File: src/rtl/hmrp_consts.svh
`ifndef HMRP_CONSTS_SVH
`define HMRP_CONSTS_SVH

`define HMRP_AXI_AW 4
`define HMRP_CTRL_OFS 4'h0
`define HMRP_STAT_OFS 4'h4
`define HMRP_CTRL_RST 32'h0000_0003
`define HMRP_CTRL_PUMP_BIT 0
`define HMRP_CTRL_IRQ_BIT 1
`define HMRP_STAT_STROBE_BIT 0
`define HMRP_STAT_RESET_BIT 1
`define HMRP_STAT_ISO_BIT 2
`define HMRP_STAT_PUMP_BIT 3
`define HMRP_STAT_TEST_BIT 4
`define HMRP_STAT_OSC_BIT 5
`define HMRP_RESP_OKAY 2'h0
`define HMRP_RESP_SLVERR 2'h2

`define HMRP_CLK_NS 8
`define HMRP_RST_MIN_NS 40
`define HMRP_RST_MIN_CYC ((`HMRP_RST_MIN_NS + `HMRP_CLK_NS - 1) / `HMRP_CLK_NS)
`define HMRP_RST_SYNC_LEN 6

`define HMRP_PIN_W 13
`define HMRP_PIN_STYLE 0
`define HMRP_PIN_RESET 1
`define HMRP_PIN_ISO 2
`define HMRP_PIN_PUMP 3
`define HMRP_PIN_OSC 4
`define HMRP_PIN_T0 5
`define HMRP_PIN_T1 6
`define HMRP_PIN_T2 7
`define HMRP_PIN_RD 8
`define HMRP_PIN_WR 9
`define HMRP_PIN_CS 10
`define HMRP_PIN_RX 11
`define HMRP_PIN_LOWSUP 12

`endif

File: src/rtl/hmrp_pkg.sv
package hmrp_pkg;
  typedef enum logic {hmrp_bus_dirline, hmrp_bus_strobe} hmrp_bus_t;
  typedef enum logic [1:0] {hmrp_st_run, hmrp_st_qual, hmrp_st_held} hmrp_rst_st_t;
endpackage

File: src/rtl/hmrp_pin_sync.sv
`timescale 1ns/100ps
module hmrp_pin_sync #(
  parameter int W = 1
) (
  input wire logic clk,
  input wire logic rst,
  input wire logic [W-1:0] pin,
  output logic [W-1:0] level
);
  import hmrp_pkg::*;
  logic [W-1:0] s1, s2, s3;
  logic [W-1:0] next_level;

  // Value moves only once stages two and three agree
  always_comb begin
    next_level = level;
    for (int i = 0; i < W; i++) begin
      if (s2[i] == s3[i]) begin
        next_level[i] = s3[i];
      end
    end
  end

  always_ff @(posedge clk or posedge rst) begin
    if (rst) begin
      s1 <= '0;
      s2 <= '0;
      s3 <= '0;
      level <= '0;
    end else begin
      s1 <= pin;
      s2 <= s1;
      s3 <= s2;
      level <= next_level;
    end
  end
endmodule

File: src/rtl/hmrp_top.sv
// The AXI4-Lite interface to the registers and the placing of the registers were decided locally.
`timescale 1ns/100ps
`include "hmrp_consts.svh"
// How it works
// Select pin high gives a strobe bus with separate read and write strobes.
// Select pin low gives a direction-line bus using read/write plus chip select.
// In strobe mode the reset pin is active high.
// In direction-line mode the reset pin is active low.
// Reset held 40 ns or longer returns registers and outputs to defaults; a pin reset here leaves pump_off and the AXI response registers running.
// During reset transmit stays idle high and receive input is ignored.
// Power-save input high blocks host bus activity from internal logic.
// Pump autosleep on low supply stops pump only when oscillator output is low.
// System keeps all factory test inputs low in normal operation.
// In direction-line mode the read strobe input is ignored.
// In direction-line mode write strobe high means read, low means write.
// In direction-line mode interrupt output is active low open drain.
// Internal reset asserts asynchronously and releases synchronously to clock.
module hmrp_top (
  input wire logic clk,
  input wire logic rst,
  input wire logic bus_style_sel,
  input wire logic reset_pin,
  input wire logic bus_isolate_request,
  input wire logic pump_autosleep,
  input wire logic oscillator_output,
  input wire logic low_supply_sel,
  input wire logic factory_test_in0,
  input wire logic factory_test_in1,
  input wire logic factory_test_in2,
  input wire logic read_strobe_n,
  input wire logic write_strobe_n,
  input wire logic chip_select_n,
  input wire logic serial_rx_pin,
  input wire logic core_tx,
  input wire logic core_irq,
  output logic core_reset,
  output logic host_read_pulse,
  output logic host_write_pulse,
  output logic serial_tx_pin,
  output logic core_rx,
  output logic int_out,
  output logic int_oe,
  output logic pump_off,
  input wire logic [`HMRP_AXI_AW-1:0] s_axi_awaddr,
  input wire logic s_axi_awvalid,
  output logic s_axi_awready,
  input wire logic [31:0] s_axi_wdata,
  input wire logic [3:0] s_axi_wstrb,
  input wire logic s_axi_wvalid,
  output logic s_axi_wready,
  output logic [1:0] s_axi_bresp,
  output logic s_axi_bvalid,
  input wire logic s_axi_bready,
  input wire logic [`HMRP_AXI_AW-1:0] s_axi_araddr,
  input wire logic s_axi_arvalid,
  output logic s_axi_arready,
  output logic [31:0] s_axi_rdata,
  output logic [1:0] s_axi_rresp,
  output logic s_axi_rvalid,
  input wire logic s_axi_rready
);
  import hmrp_pkg::*;

  localparam logic [2:0] MIN_CYC = 3'(`HMRP_RST_MIN_CYC);

  // Internal reset: async assert, release after a clocked shift
  logic [`HMRP_RST_SYNC_LEN-1:0] rsync;
  logic rst_int;
  always_ff @(posedge clk or posedge rst) begin
    if (rst) begin
      rsync <= '1;
    end else begin
      rsync <= {rsync[`HMRP_RST_SYNC_LEN-2:0], 1'b0};
    end
  end
  assign rst_int = rsync[`HMRP_RST_SYNC_LEN-1];

  logic [`HMRP_PIN_W-1:0] pins_raw, pins;
  assign pins_raw = {low_supply_sel, serial_rx_pin, chip_select_n, write_strobe_n,
                     read_strobe_n, factory_test_in2, factory_test_in1, factory_test_in0,
                     oscillator_output, pump_autosleep, bus_isolate_request, reset_pin,
                     bus_style_sel};
  hmrp_pin_sync #(.W(`HMRP_PIN_W)) u_sync (
    .clk(clk),
    .rst(rst),
    .pin(pins_raw),
    .level(pins)
  );
  logic iso_s, rd_s, wr_s, cs_s, osc_s, test_active;
  assign iso_s = pins[`HMRP_PIN_ISO];
  assign rd_s = pins[`HMRP_PIN_RD];
  assign wr_s = pins[`HMRP_PIN_WR];
  assign cs_s = pins[`HMRP_PIN_CS];
  assign osc_s = pins[`HMRP_PIN_OSC];
  assign test_active = |pins[`HMRP_PIN_T2:`HMRP_PIN_T0];

  // Strap and reset qualification
  hmrp_bus_t bus_style, next_bus_style;
  hmrp_rst_st_t rst_st, next_rst_st;
  logic [2:0] rst_cnt, next_rst_cnt;
  logic pin_active, bus_strobe;
  assign bus_strobe = (bus_style == hmrp_bus_strobe);
  assign pin_active = bus_strobe ? pins[`HMRP_PIN_RESET] : ~pins[`HMRP_PIN_RESET];
  assign core_reset = rst_int | (rst_st == hmrp_st_held);

  always_comb begin
    next_rst_st = rst_st;
    next_rst_cnt = rst_cnt;
    // Strap follows the pin only while in reset, so mode never flips mid-transfer
    next_bus_style = core_reset ? (pins[`HMRP_PIN_STYLE] ? hmrp_bus_strobe : hmrp_bus_dirline)
                                : bus_style;
    case (rst_st)
      hmrp_st_run: begin
        if (pin_active) begin
          next_rst_st = hmrp_st_qual;
          next_rst_cnt = 3'h1;
        end
      end
      hmrp_st_qual: begin
        if (!pin_active) begin
          next_rst_st = hmrp_st_run;
        end else if (rst_cnt == MIN_CYC - 3'h1) begin
          next_rst_st = hmrp_st_held;
        end else begin
          next_rst_cnt = rst_cnt + 3'h1;
        end
      end
      hmrp_st_held: begin
        if (!pin_active) begin
          next_rst_st = hmrp_st_run;
        end
      end
      default: next_rst_st = hmrp_st_run;
    endcase
  end

  always_ff @(posedge clk or posedge rst_int) begin
    if (rst_int) begin
      rst_st <= hmrp_st_run;
      rst_cnt <= 3'h0;
    end else begin
      rst_st <= next_rst_st;
      rst_cnt <= next_rst_cnt;
    end
  end

  always_ff @(posedge clk or posedge rst) begin
    if (rst) begin
      bus_style <= hmrp_bus_strobe;
    end else begin
      bus_style <= next_bus_style;
    end
  end

  // Software control
  logic [31:0] ctrl, next_ctrl;

  // Host bus decode; edge history runs during isolation so wake-up sees no stale edge
  logic prev_rd, prev_wr, prev_cs;
  logic next_rd_pulse, next_wr_pulse;
  logic next_tx, next_rx, next_int, next_int_oe, next_pump;
  always_comb begin
    next_rd_pulse = 1'b0;
    next_wr_pulse = 1'b0;
    if (bus_strobe) begin
      next_rd_pulse = prev_rd & ~rd_s & ~cs_s;
      next_wr_pulse = ~prev_wr & wr_s & ~cs_s;
    end else if (prev_cs & ~cs_s) begin
      next_rd_pulse = wr_s;
      next_wr_pulse = ~wr_s;
    end
    if (iso_s || core_reset) begin
      next_rd_pulse = 1'b0;
      next_wr_pulse = 1'b0;
    end
    next_tx = core_reset ? 1'b1 : core_tx;
    next_rx = core_reset ? 1'b1 : pins[`HMRP_PIN_RX];
    if (core_reset) begin
      next_int = 1'b0;
      next_int_oe = 1'b0;
    end else if (bus_strobe) begin
      next_int = core_irq & ctrl[`HMRP_CTRL_IRQ_BIT];
      next_int_oe = ctrl[`HMRP_CTRL_IRQ_BIT];
    end else begin
      next_int = 1'b0;
      next_int_oe = core_irq;
    end
    next_pump = pins[`HMRP_PIN_PUMP] & pins[`HMRP_PIN_LOWSUP] & ~osc_s
                & ctrl[`HMRP_CTRL_PUMP_BIT];
  end

  always_ff @(posedge clk or posedge rst) begin
    if (rst) begin
      prev_rd <= 1'b1;
      prev_wr <= 1'b1;
      prev_cs <= 1'b1;
      host_read_pulse <= 1'b0;
      host_write_pulse <= 1'b0;
      serial_tx_pin <= 1'b1;
      core_rx <= 1'b1;
      int_out <= 1'b0;
      int_oe <= 1'b0;
      pump_off <= 1'b0;
    end else begin
      prev_rd <= rd_s;
      prev_wr <= wr_s;
      prev_cs <= cs_s;
      host_read_pulse <= next_rd_pulse;
      host_write_pulse <= next_wr_pulse;
      serial_tx_pin <= next_tx;
      core_rx <= next_rx;
      int_out <= next_int;
      int_oe <= next_int_oe;
      pump_off <= next_pump;
    end
  end

  // AXI4-Lite slave: address and data taken together, one answer outstanding
  logic wr_go, rd_go;
  logic next_bvalid, next_rvalid;
  logic [1:0] next_bresp, next_rresp;
  logic [31:0] next_rdata, status;
  assign wr_go = s_axi_awvalid & s_axi_wvalid & ~s_axi_bvalid;
  assign rd_go = s_axi_arvalid & ~s_axi_rvalid;
  assign s_axi_awready = wr_go;
  assign s_axi_wready = wr_go;
  assign s_axi_arready = rd_go;

  always_comb begin
    status = 32'h0;
    status[`HMRP_STAT_STROBE_BIT] = bus_strobe;
    status[`HMRP_STAT_RESET_BIT] = core_reset;
    status[`HMRP_STAT_ISO_BIT] = iso_s;
    status[`HMRP_STAT_PUMP_BIT] = pump_off;
    status[`HMRP_STAT_TEST_BIT] = test_active;
    status[`HMRP_STAT_OSC_BIT] = osc_s;
    next_ctrl = ctrl;
    next_bvalid = s_axi_bvalid & ~s_axi_bready;
    next_bresp = s_axi_bresp;
    if (wr_go) begin
      next_bvalid = 1'b1;
      next_bresp = `HMRP_RESP_SLVERR;
      if (s_axi_awaddr == `HMRP_CTRL_OFS) begin
        next_bresp = `HMRP_RESP_OKAY;
        for (int b = 0; b < 4; b++) begin
          if (s_axi_wstrb[b]) begin
            next_ctrl[8*b +: 8] = s_axi_wdata[8*b +: 8];
          end
        end
        next_ctrl[31:2] = 30'h0;
      end else if (s_axi_awaddr == `HMRP_STAT_OFS) begin
        next_bresp = `HMRP_RESP_OKAY;
      end
    end
    // Qualified pin reset returns software control to defaults as well
    if (rst_st == hmrp_st_held) begin
      next_ctrl = `HMRP_CTRL_RST;
    end
    next_rvalid = s_axi_rvalid & ~s_axi_rready;
    next_rresp = s_axi_rresp;
    next_rdata = s_axi_rdata;
    if (rd_go) begin
      next_rvalid = 1'b1;
      next_rresp = `HMRP_RESP_OKAY;
      case (s_axi_araddr)
        `HMRP_CTRL_OFS: next_rdata = ctrl;
        `HMRP_STAT_OFS: next_rdata = status;
        default: begin
          next_rdata = 32'h0;
          next_rresp = `HMRP_RESP_SLVERR;
        end
      endcase
    end
  end

  always_ff @(posedge clk or posedge rst_int) begin
    if (rst_int) begin
      ctrl <= `HMRP_CTRL_RST;
      s_axi_bvalid <= 1'b0;
      s_axi_bresp <= 2'h0;
      s_axi_rvalid <= 1'b0;
      s_axi_rresp <= 2'h0;
      s_axi_rdata <= 32'h0;
    end else begin
      ctrl <= next_ctrl;
      s_axi_bvalid <= next_bvalid;
      s_axi_bresp <= next_bresp;
      s_axi_rvalid <= next_rvalid;
      s_axi_rresp <= next_rresp;
      s_axi_rdata <= next_rdata;
    end
  end
endmodule

File: config.mk
export PLATFORM = sky130hd
export DESIGN_NAME = hmrp_top
export DESIGN_NICKNAME = d
export VERILOG_FILES = /design/src/rtl/hmrp_pkg.sv /design/src/rtl/hmrp_pin_sync.sv /design/src/rtl/hmrp_top.sv
export VERILOG_INCLUDE_DIRS = /design/src /design/src/rtl
export SDC_FILE = /design/constraint.sdc
export NUM_CORES = 1
export LEC_CHECK = 0
export BUFFER_PORTS_ARGS = -buffer_cell sky130_fd_sc_hd__clkbuf_2
export CAP_MARGIN = 20
export CORE_MARGIN = 3
export CORE_UTILIZATION = 43
export DETAILED_ROUTE_END_ITERATION = 16
export GPL_TIMING_DRIVEN = 0
export PLACE_DENSITY = 0.8
export RECOVER_POWER = 25
export SETUP_SLACK_MARGIN = 0.1
export SLEW_MARGIN = 20
export SYNTH_ARGS = -nofsm -noshare
export SYNTH_HDL_FRONTEND = slang
export SYNTH_SLANG_ARGS = --single-unit
export TNS_END_PERCENT = 50
File: constraint.sdc
create_clock -name clk -period 1.78 [get_ports clk]
set_input_delay 0.089 -clock clk [delete_from_list [all_inputs] [get_ports clk]]
set_output_delay 0.089 -clock clk [all_outputs]
set_load 0.02 [all_outputs]
# After elaboration in Yosys (flattened, before gate mapping)
# Index checks and enable logic that the tools add are counted.
# classes
addsub,1
n_eq_ne,23
mux,33
bitwise_logic,25
n_reduce_logical,14
# ops
op,n
32-bit two-way mux,3
32-bit one-hot mux with 2 select lines,1
1-bit two-way mux,16
2-bit two-way mux,8
1-bit AND,14
1-bit == test,13
1-bit NOT,10
3-bit two-way mux,3
"4-bit by 3-bit == test with 1-bit output, second input constant",2
4-bit logical NOT,2
"2-bit != test, second input constant",4
2-bit nonzero test,4
2-bit one-hot mux with 3 select lines,1
3-bit one-hot mux with 2 select lines,1
3-bit AND reduction,2
4-bit AND reduction,1
"3-bit by 1-bit adder with 3-bit output, second input constant",1
"3-bit == test, second input constant",1
"3-bit != test, second input constant",1
3-bit OR reduction,1
"2-bit by 1-bit == test with 1-bit output, second input constant",1
"2-bit == test, second input constant",1
2-bit logical NOT,1
2-bit AND reduction,1
other kinds (3),3
# totals
register_bits,144
in_bits,66
output_inout_bits,49
word_cells,133

# Longest topological paths before layout
# Gate-level depths: netlist of run 1.
# depth
ltp_word,5
ltp_mapped,5

# Hierarchy
# A second synthesis of run 1 with hierarchy kept.
# unflattened
cells_unflattened,205
hier_area_um2,3061.7
# by_module_without_submodules
mod,n_inst,cells_per_inst,area_each_um2,seq_area_each_um2
hmrp_top,1,139,1610.3,868.3
hmrp_pin_sync,1,66,1451.4,1301.2

# Worst setup path before layout of run 1
# No wires, ideal clock.
# synth_timing
path_kind,register to register
startpoint,register rsync[5]
endpoint,register bus_style (netlist: bus_strobe)
setup_time_ns,0.082
t_arrival_ns,1.376
required_ns,1.698
path_slack_ns,0.322
path_stages_with_launch,4
path_buffers,0
period_less_slack_ns,1.458
cell_sequence,dfstp_2 > inv_1 > o21ai_4 > mux2_2
# synth_between
elab_chain_len,1
# synth_lines
element,line_no,text
"start, declared",hmrp_top.sv:67,logic [`HMRP_RST_SYNC_LEN-1:0] rsync;
"start signal, assigned",hmrp_top.sv:73,"rsync <= {rsync[`HMRP_RST_SYNC_LEN-2:0], 1'b0};"
1-bit OR,hmrp_top.sv:104,assign core_reset = rst_int | (rst_st == hmrp_st_held);
named net core_reset,hmrp_top.sv:36,"output logic core_reset,"
"end signal, assigned",hmrp_top.sv:149,bus_style <= hmrp_bus_strobe;
"end signal, assigned",hmrp_top.sv:151,bus_style <= next_bus_style;
"end, declared",hmrp_top.sv:98,"hmrp_bus_t bus_style, next_bus_style;"
# The timed path passes the listed nets, and every way through them passes these cells.
# A chain may end at the register's enable or synchronous reset.

# Final worst setup path of run 1
# layout_timing
startpoint,register s_axi_bvalid
endpoint,output s_axi_wready
# layout_between
elab_chain_len,2
# layout_lines
element,line_no,text
"start, declared",hmrp_top.sv:52,"output logic s_axi_bvalid,"
"start signal, assigned",hmrp_top.sv:286,s_axi_bvalid <= next_bvalid;
1-bit NOT,hmrp_top.sv:223,assign wr_go = s_axi_awvalid & s_axi_wvalid & ~s_axi_bvalid;
1-bit AND,hmrp_top.sv:223,
"end, declared",hmrp_top.sv:50,"output logic s_axi_wready,"
# No other way between the ends.

==> results of run 1 <==
-- placed cells by master, fill, tap and decap left out, types with 4 or more instances in the layout --
cell type	instances
dfrtp_1	72
clkbuf_2	54
buf_4	30
conb_1	29
dlygate4sd3_1	19
dfstp_2	14
maj3_1	13
nor2_1	10
clkbuf_8	9
inv_1	7
nand2_1	6
mux2i_1	5
a22o_1	5
nand3b_1	4
-- worst min-delay path: stages --
cell,delay [ns]
clkbuf_2,0.08
nor2_1,0.10
mux2i_1,0.09
-- cells by family after synthesis --
kind of cell,count (synthesis),synth area share
AOI/OAI and AO/OA,17,0.0469
xor gates and xnor gates,1,0.00905
adders and majority gates,15,0.0510
buffers and inverters,42,0.0930
DFF,86,0.713
muxes,6,0.0202
other,1,0.00123
and+or+nand+nor,36,0.0654
-- routing by layer --
metal | wire [um] | part of all wire | vias up
met5 | 0 | 0 | -
met4 | 19 | 0.0040 | 0
met3 | 458 | 0.097 | 4
met2 | 2260 | 0.48 | 87
met1 | 1970 | 0.42 | 836
li1 | - | - | 857
-- sequential cells by signal (all words and copies together) (netlist names), 2 cells and up --
signal        cells
ctrl              2
rst_cnt           3
rst_st            2
rsync             6
s_axi_rdata       6
u_sync.level     13
u_sync.s1        13
u_sync.s2        13
u_sync.s3        13
-- through the flow --
step | cells | total power (uW)
6_report | 419 | 4280
5_1_grt | 419 | 4530
4_1_cts | 419 | 4340
3_5_place_dp | 383 | 2880
3_3_place_gp | 381 | 2830
2_1_floorplan | 232 | 2700
-- power by group --
part	total, uW	switching, uW	internal [uW]
clock	1420	628	788
sequential	2260	112	2150
combinational	610	318	292
-- timing repair --
action,in CTS,in global routing
hold buffers,19,0
endpoints found under the setup margin,1,0
resized for setup,1,0
endpoints found under the hold margin,44,0
setup buffers,1,0
-- final timing paths --
check / start / endpoint / slack, ns / depth (start not counted)
max in group asynchronous: rst / rsync[4] / 0.76 / 4
setup / recovery: s_axi_bvalid / s_axi_wready / 0.30 / 4
setup reg to reg: bus_strobe / host_write_pulse / 0.48 / 3
min in group asynchronous: rsync[5] / s_axi_rdata[4] / 0.36 / 2
hold reg to reg: rsync[4] / rsync[5] / 0.35 / 0
hold / removal: s_axi_wdata[0] / ctrl[0] / 0.03 / 3
-- cell type report --
| cell class | count | area share |
|---|---|---|
| clock inverters | 6 | 0.0216 |
| flip-flops and latches | 86 | 0.543 |
| plain buffers | 33 | 0.0623 |
| well taps | 96 | 0.0301 |
| inverters | 9 | 0.00971 |
| multi-input cells | 104 | 0.174 |
| repair buffers | 75 | 0.128 |
| clock buffers | 10 | 0.0319 |
==> results.json, run 1 <==
{
  "outcome": "finished, final reports clean",
  "placed_area_um2": 3580,
  "slowest_delay_ns": 0.39,
  "async_flop_share": 1.00,
  "drtPass1Iterations": 4,
  "yosysUniqueCellTypes": 37,
  "slew_violations": 0,
  "coreArea_um2": 6830,
  "fill_cells": 548,
  "grt.busiest_layer": "met2",
  "drt_iter0_drc": 38,
  "fp-row-count": 30,
  "synth_largest_area_cell": "dfrtp_1",
  "cts_tree": "built",
  "use_met3": 0.0594,
  "critPathMaxFanout": 6,
  "path_common_cell": "clkbuf_2",
  "clock-sinks": 86,
  "synthFlopType": "dfrtp_1",
  "avgSynthCellArea_um2": 14.9,
  "slew_headroom": 0.487,
  "start_kind": "flop",
  "worstSetupPathType": "reg2out",
  "peakVddDrop_v": 0.000628,
  "ys_ff_latch": 86,
  "clkTransAtPathRegs_ns": 0.08,
  "tightest_slew_ns": 0.766,
  "synth_top_area_share": 0.592,
  "areaGrowthSynthToFinish_pct": 31.4,
  "synthCells": 204,
  "fin_util": 0.585,
  "n_antenna_cell": 0,
  "max_freq_ghz": 0.676,
  "grtUsageMet2": 0.210,
  "grt_overflow": 0,
  "ant_nets": 0,
  "wl_per_cell_um": 11.2,
  "die_w_um": 90.1,
  "drcViolationCount": 0,
  "fin_nets": 386,
  "synth-seq-area-share": 0.713,
  "endpoint_kind": "output port",
  "yosys-top-cells-area": "dfrtp_1, dfstp_2, buf_4",
  "track_usage": 0.132,
  "use_met1": 0.160,
  "grt_pass1_wl_um": 8460,
  "setup_viol": 0,
  "yosys_warnings": 0,
  "hold_path.class": "in2reg",
  "fin_crit_sh": 0.831,
  "power_density_nw_per_um2": 1070,
  "root_buffer": "clkbuf_8",
  "cts_buffers": 9,
  "syn-cell-area_um2": 3040,
  "critPathSlowestCell": "dfrtp_1",
  "min_period_ns": 1.48,
  "skew_ns": 0.00900,
  "clkLatencyLatePin_ns": 0.34,
  "cp_top_family": "buffers and inverters",
  "whs_ns": 0.0258,
  "grt_pass1_vias": 1851,
  "p_leak_uw": 0.00196,
  "start_util": 0.445,
  "worstPathRequired_ns": 1.69,
  "fin_tns_setup_ns": 0,
  "io_pins": 115,
  "vias": 1784,
  "worst-endpoint-arrival_ns": 1.39,
  "drive_above_1_share": 0.384,
  "synth_edf_count": 0,
  "drt_wl_total_um": 4710,
  "path_cells": "and3b_1, clkbuf_2, buf_4, clkbuf_2",
  "rsz0062_at_grt": "false",
  "via_per_inst": 4.26,
  "h-tree-depth": 3,
  "ff_latch_area_um2": 2170,
  "portBuffers": 53,
  "dp_slack_ns": 0.198,
  "path_buf_inv": 3,
  "fp.dieH_um": 90.1,
  "multiInputGateArea_um2": 694,
  "place.gp.congestion": 0.732,
  "hold_violations": 0,
  "yosysMostFrequentCell": "dfrtp_1",
  "maxCapViolations": 0,
  "worst_slack_ns": 0.301,
  "antenna_found_initial": 0,
  "cts_buffer_depth": 2,
  "postLayoutCellArea_um2": 4000,
  "die_area_um2": 8120,
  "dp_hpwl_um": 3310,
  "synthTopCellsByCount": "dfrtp_1, buf_4, dfstp_2, maj3_1, nor2_1",
  "grt_max_degree": 33
}
Power figures use the tool's default switching activity.
==> run 2: changes to the inputs <==
Settings changed: CORE_UTILIZATION 43 to 48, PLACE_DENSITY 0.8 to 0.84.
Clock period 1.78 ns to 1.4 ns, I/O delays scaled along.
==> run 2 against run 1 <==
Net effect:
- routed wire length grew 3.4%
- first-iteration DRC count grew 39%
- global-route usage grew 1.1 points
- worst hold slack gained 0.0069 ns
- register-to-register slack lost 0.38 ns
- final cell count shrank 3.6%
- sequential cell count is the same
- highest routed layer unchanged
- clock power grew 18%
- non-clock buffer count grew 6
- sequential share of layout area shrank 0.89 points
- combinational power grew 38%
==> results.json, run 2 (synthesis gave the netlist of run 1 again) <==
{
  "outcome": "finished, final reports clean",
  "place.gp.congestion": 0.742,
  "io_pins": 115,
  "power_density_nw_per_um2": 1330,
  "hold_path.class": "in2reg",
  "grt_pass1_vias": 1820,
  "cp_top_family": "flip-flops",
  "worst_slack_ns": 0.0655,
  "peakVddDrop_v": 0.000853,
  "worst-endpoint-arrival_ns": 1.26,
  "die_w_um": 85.6,
  "grt_pass1_wl_um": 7950,
  "ant_nets": 0,
  "whs_ns": 0.0327,
  "tightest_slew_ns": 0.716,
  "drcViolationCount": 0,
  "cts_tree": "built",
  "wl_per_cell_um": 12.0,
  "timing.rr.start": "bus_strobe",
  "worstPathRequired_ns": 1.33,
  "min_path_cells": 3,
  "final_common_cell": "dfrtp_1",
  "fill_cells": 416,
  "cts_buffer_depth": 2,
  "multiInputGateArea_um2": 717,
  "clock-sinks": 86,
  "cp_num_cells": 4,
  "start_util": 0.505,
  "maxCapViolations": 0,
  "final_cells": 404,
  "dp_slack_ns": -0.182,
  "antenna_found_initial": 0,
  "n_antenna_cell": 0,
  "cts_buffers": 9,
  "drive_above_1_share": 0.416,
  "h-tree-depth": 3,
  "grt_overflow": 0,
  "hold_path_end": "s_axi_bresp[1]",
  "min_period_ns": 1.33,
  "root_buffer": "clkbuf_8",
  "grt_max_degree": 36,
  "portBuffers": 53,
  "path_cells": "and3b_1, clkbuf_8, buf_6, buf_8",
  "drt_wl_total_um": 4870,
  "via_per_inst": 4.44,
  "ff_latch_area_um2": 2170,
  "drtPass1Iterations": 4,
  "fin_nets": 392,
  "layout_common_cells": "dfrtp_1, clkbuf_2, buf_4",
  "track_usage": 0.142,
  "skew_ns": 0.00880,
  "rsz0062_at_grt": "true",
  "hold_violations": 0,
  "worstSetupPathType": "reg2out",
  "fin_crit_sh": 0.953,
  "fp.dieH_um": 85.6,
  "reg2reg_slack_ns": 0.10,
  "die_area_um2": 7330,
  "vias": 1795,
  "dp.cells": 361,
  "slowest_delay_ns": 0.40,
  "r2r_cells": 4,
  "slew_violations": 0,
  "clkLatencyLatePin_ns": 0.34,
  "critPathMaxFanout": 3,
  "path_buf_inv": 3,
  "worstReg2RegEnd": "rst_cnt[1]",
  "max_freq_ghz": 0.749,
  "min_from": "s_axi_awaddr[3]",
  "setup_viol": 0,
  "fin_tns_setup_ns": 0,
  "slew_headroom": 0.522,
  "fin_total_pwr_uw": 5390,
  "dp_hpwl_um": 3280,
  "fp-row-count": 28,
  "coreArea_um2": 6030,
  "p_leak_uw": 0.00201,
  "areaGrowthSynthToFinish_pct": 33.6,
  "drt_iter0_drc": 53,
  "clkTransAtPathRegs_ns": 0.09,
  "start_kind": "flop",
  "endpoint_kind": "output port",
  "critPathSlowestCell": "dfrtp_1"
}
[run 2: power by group]
part	switching, uW	total (uW)	internal [uW]
registers	147	2880	2730
clock network	844	1670	830
logic	428	840	412
total	1420	5390	3970
[run 2: how the worst max path moves through the flow]
stage | start | to | slack (ns)
floorplan | rsync[5] | bus_strobe | -0.06
global placement | rsync[5] | bus_strobe | -0.15
detailed placement | rsync[5] | bus_strobe | -0.18
CTS | s_axi_bvalid | s_axi_wready | 0.008
global route | s_axi_bvalid | s_axi_wready | -0.02
finish | s_axi_bvalid | s_axi_wready | 0.07
[run 2: worst reg2reg max path, delay by kind of cell, from the launching register on]
family | cells | cell delay (ns)
AOI/OAI and AO/OA | 1 | 0.20
xor gates and xnor gates | 1 | 0.10
buffers and inverters | 1 | 0.14
DFF | 1 | 0.55
and+or+nand+nor | 1 | 0.21
[run 2: layout make-up]
type	instances	share of cell area
Multi-Input combinational cell	104	0.176
Timing Repair Buffer	81	0.140
Inverter	9	0.0114
Clock inverter	7	0.0182
Tap cell	75	0.0231
Buffer	33	0.0665
Sequential cell	86	0.534
Clock buffer	9	0.0305
[run 2: repair_timing]
action,CTS,global route
buffers inserted,6,1
hold endpoints to repair,51,0
gates resized for setup,8,17
setup endpoints to repair,10,16
hold buffers,20,0
pin swaps,0,4
[run 2: routing by layer]
layer,track usage,part of all wire,vias up
met4,0.0432,0.015,0
met2,0.242,0.50,77
li1,-,-,868
met1,0.171,0.40,843
met5,0,0,-
met3,0.0480,0.085,7
[run 2: stage by stage]
stage | cell area (um^2) | utilization
3_3_place_gp | 3510 | 0.582
3_5_place_dp | 3530 | 0.586
6_report | 4060 | 0.674
4_1_cts | 4010 | 0.666
2_1_floorplan | 3150 | -
5_1_grt | 4060 | 0.674
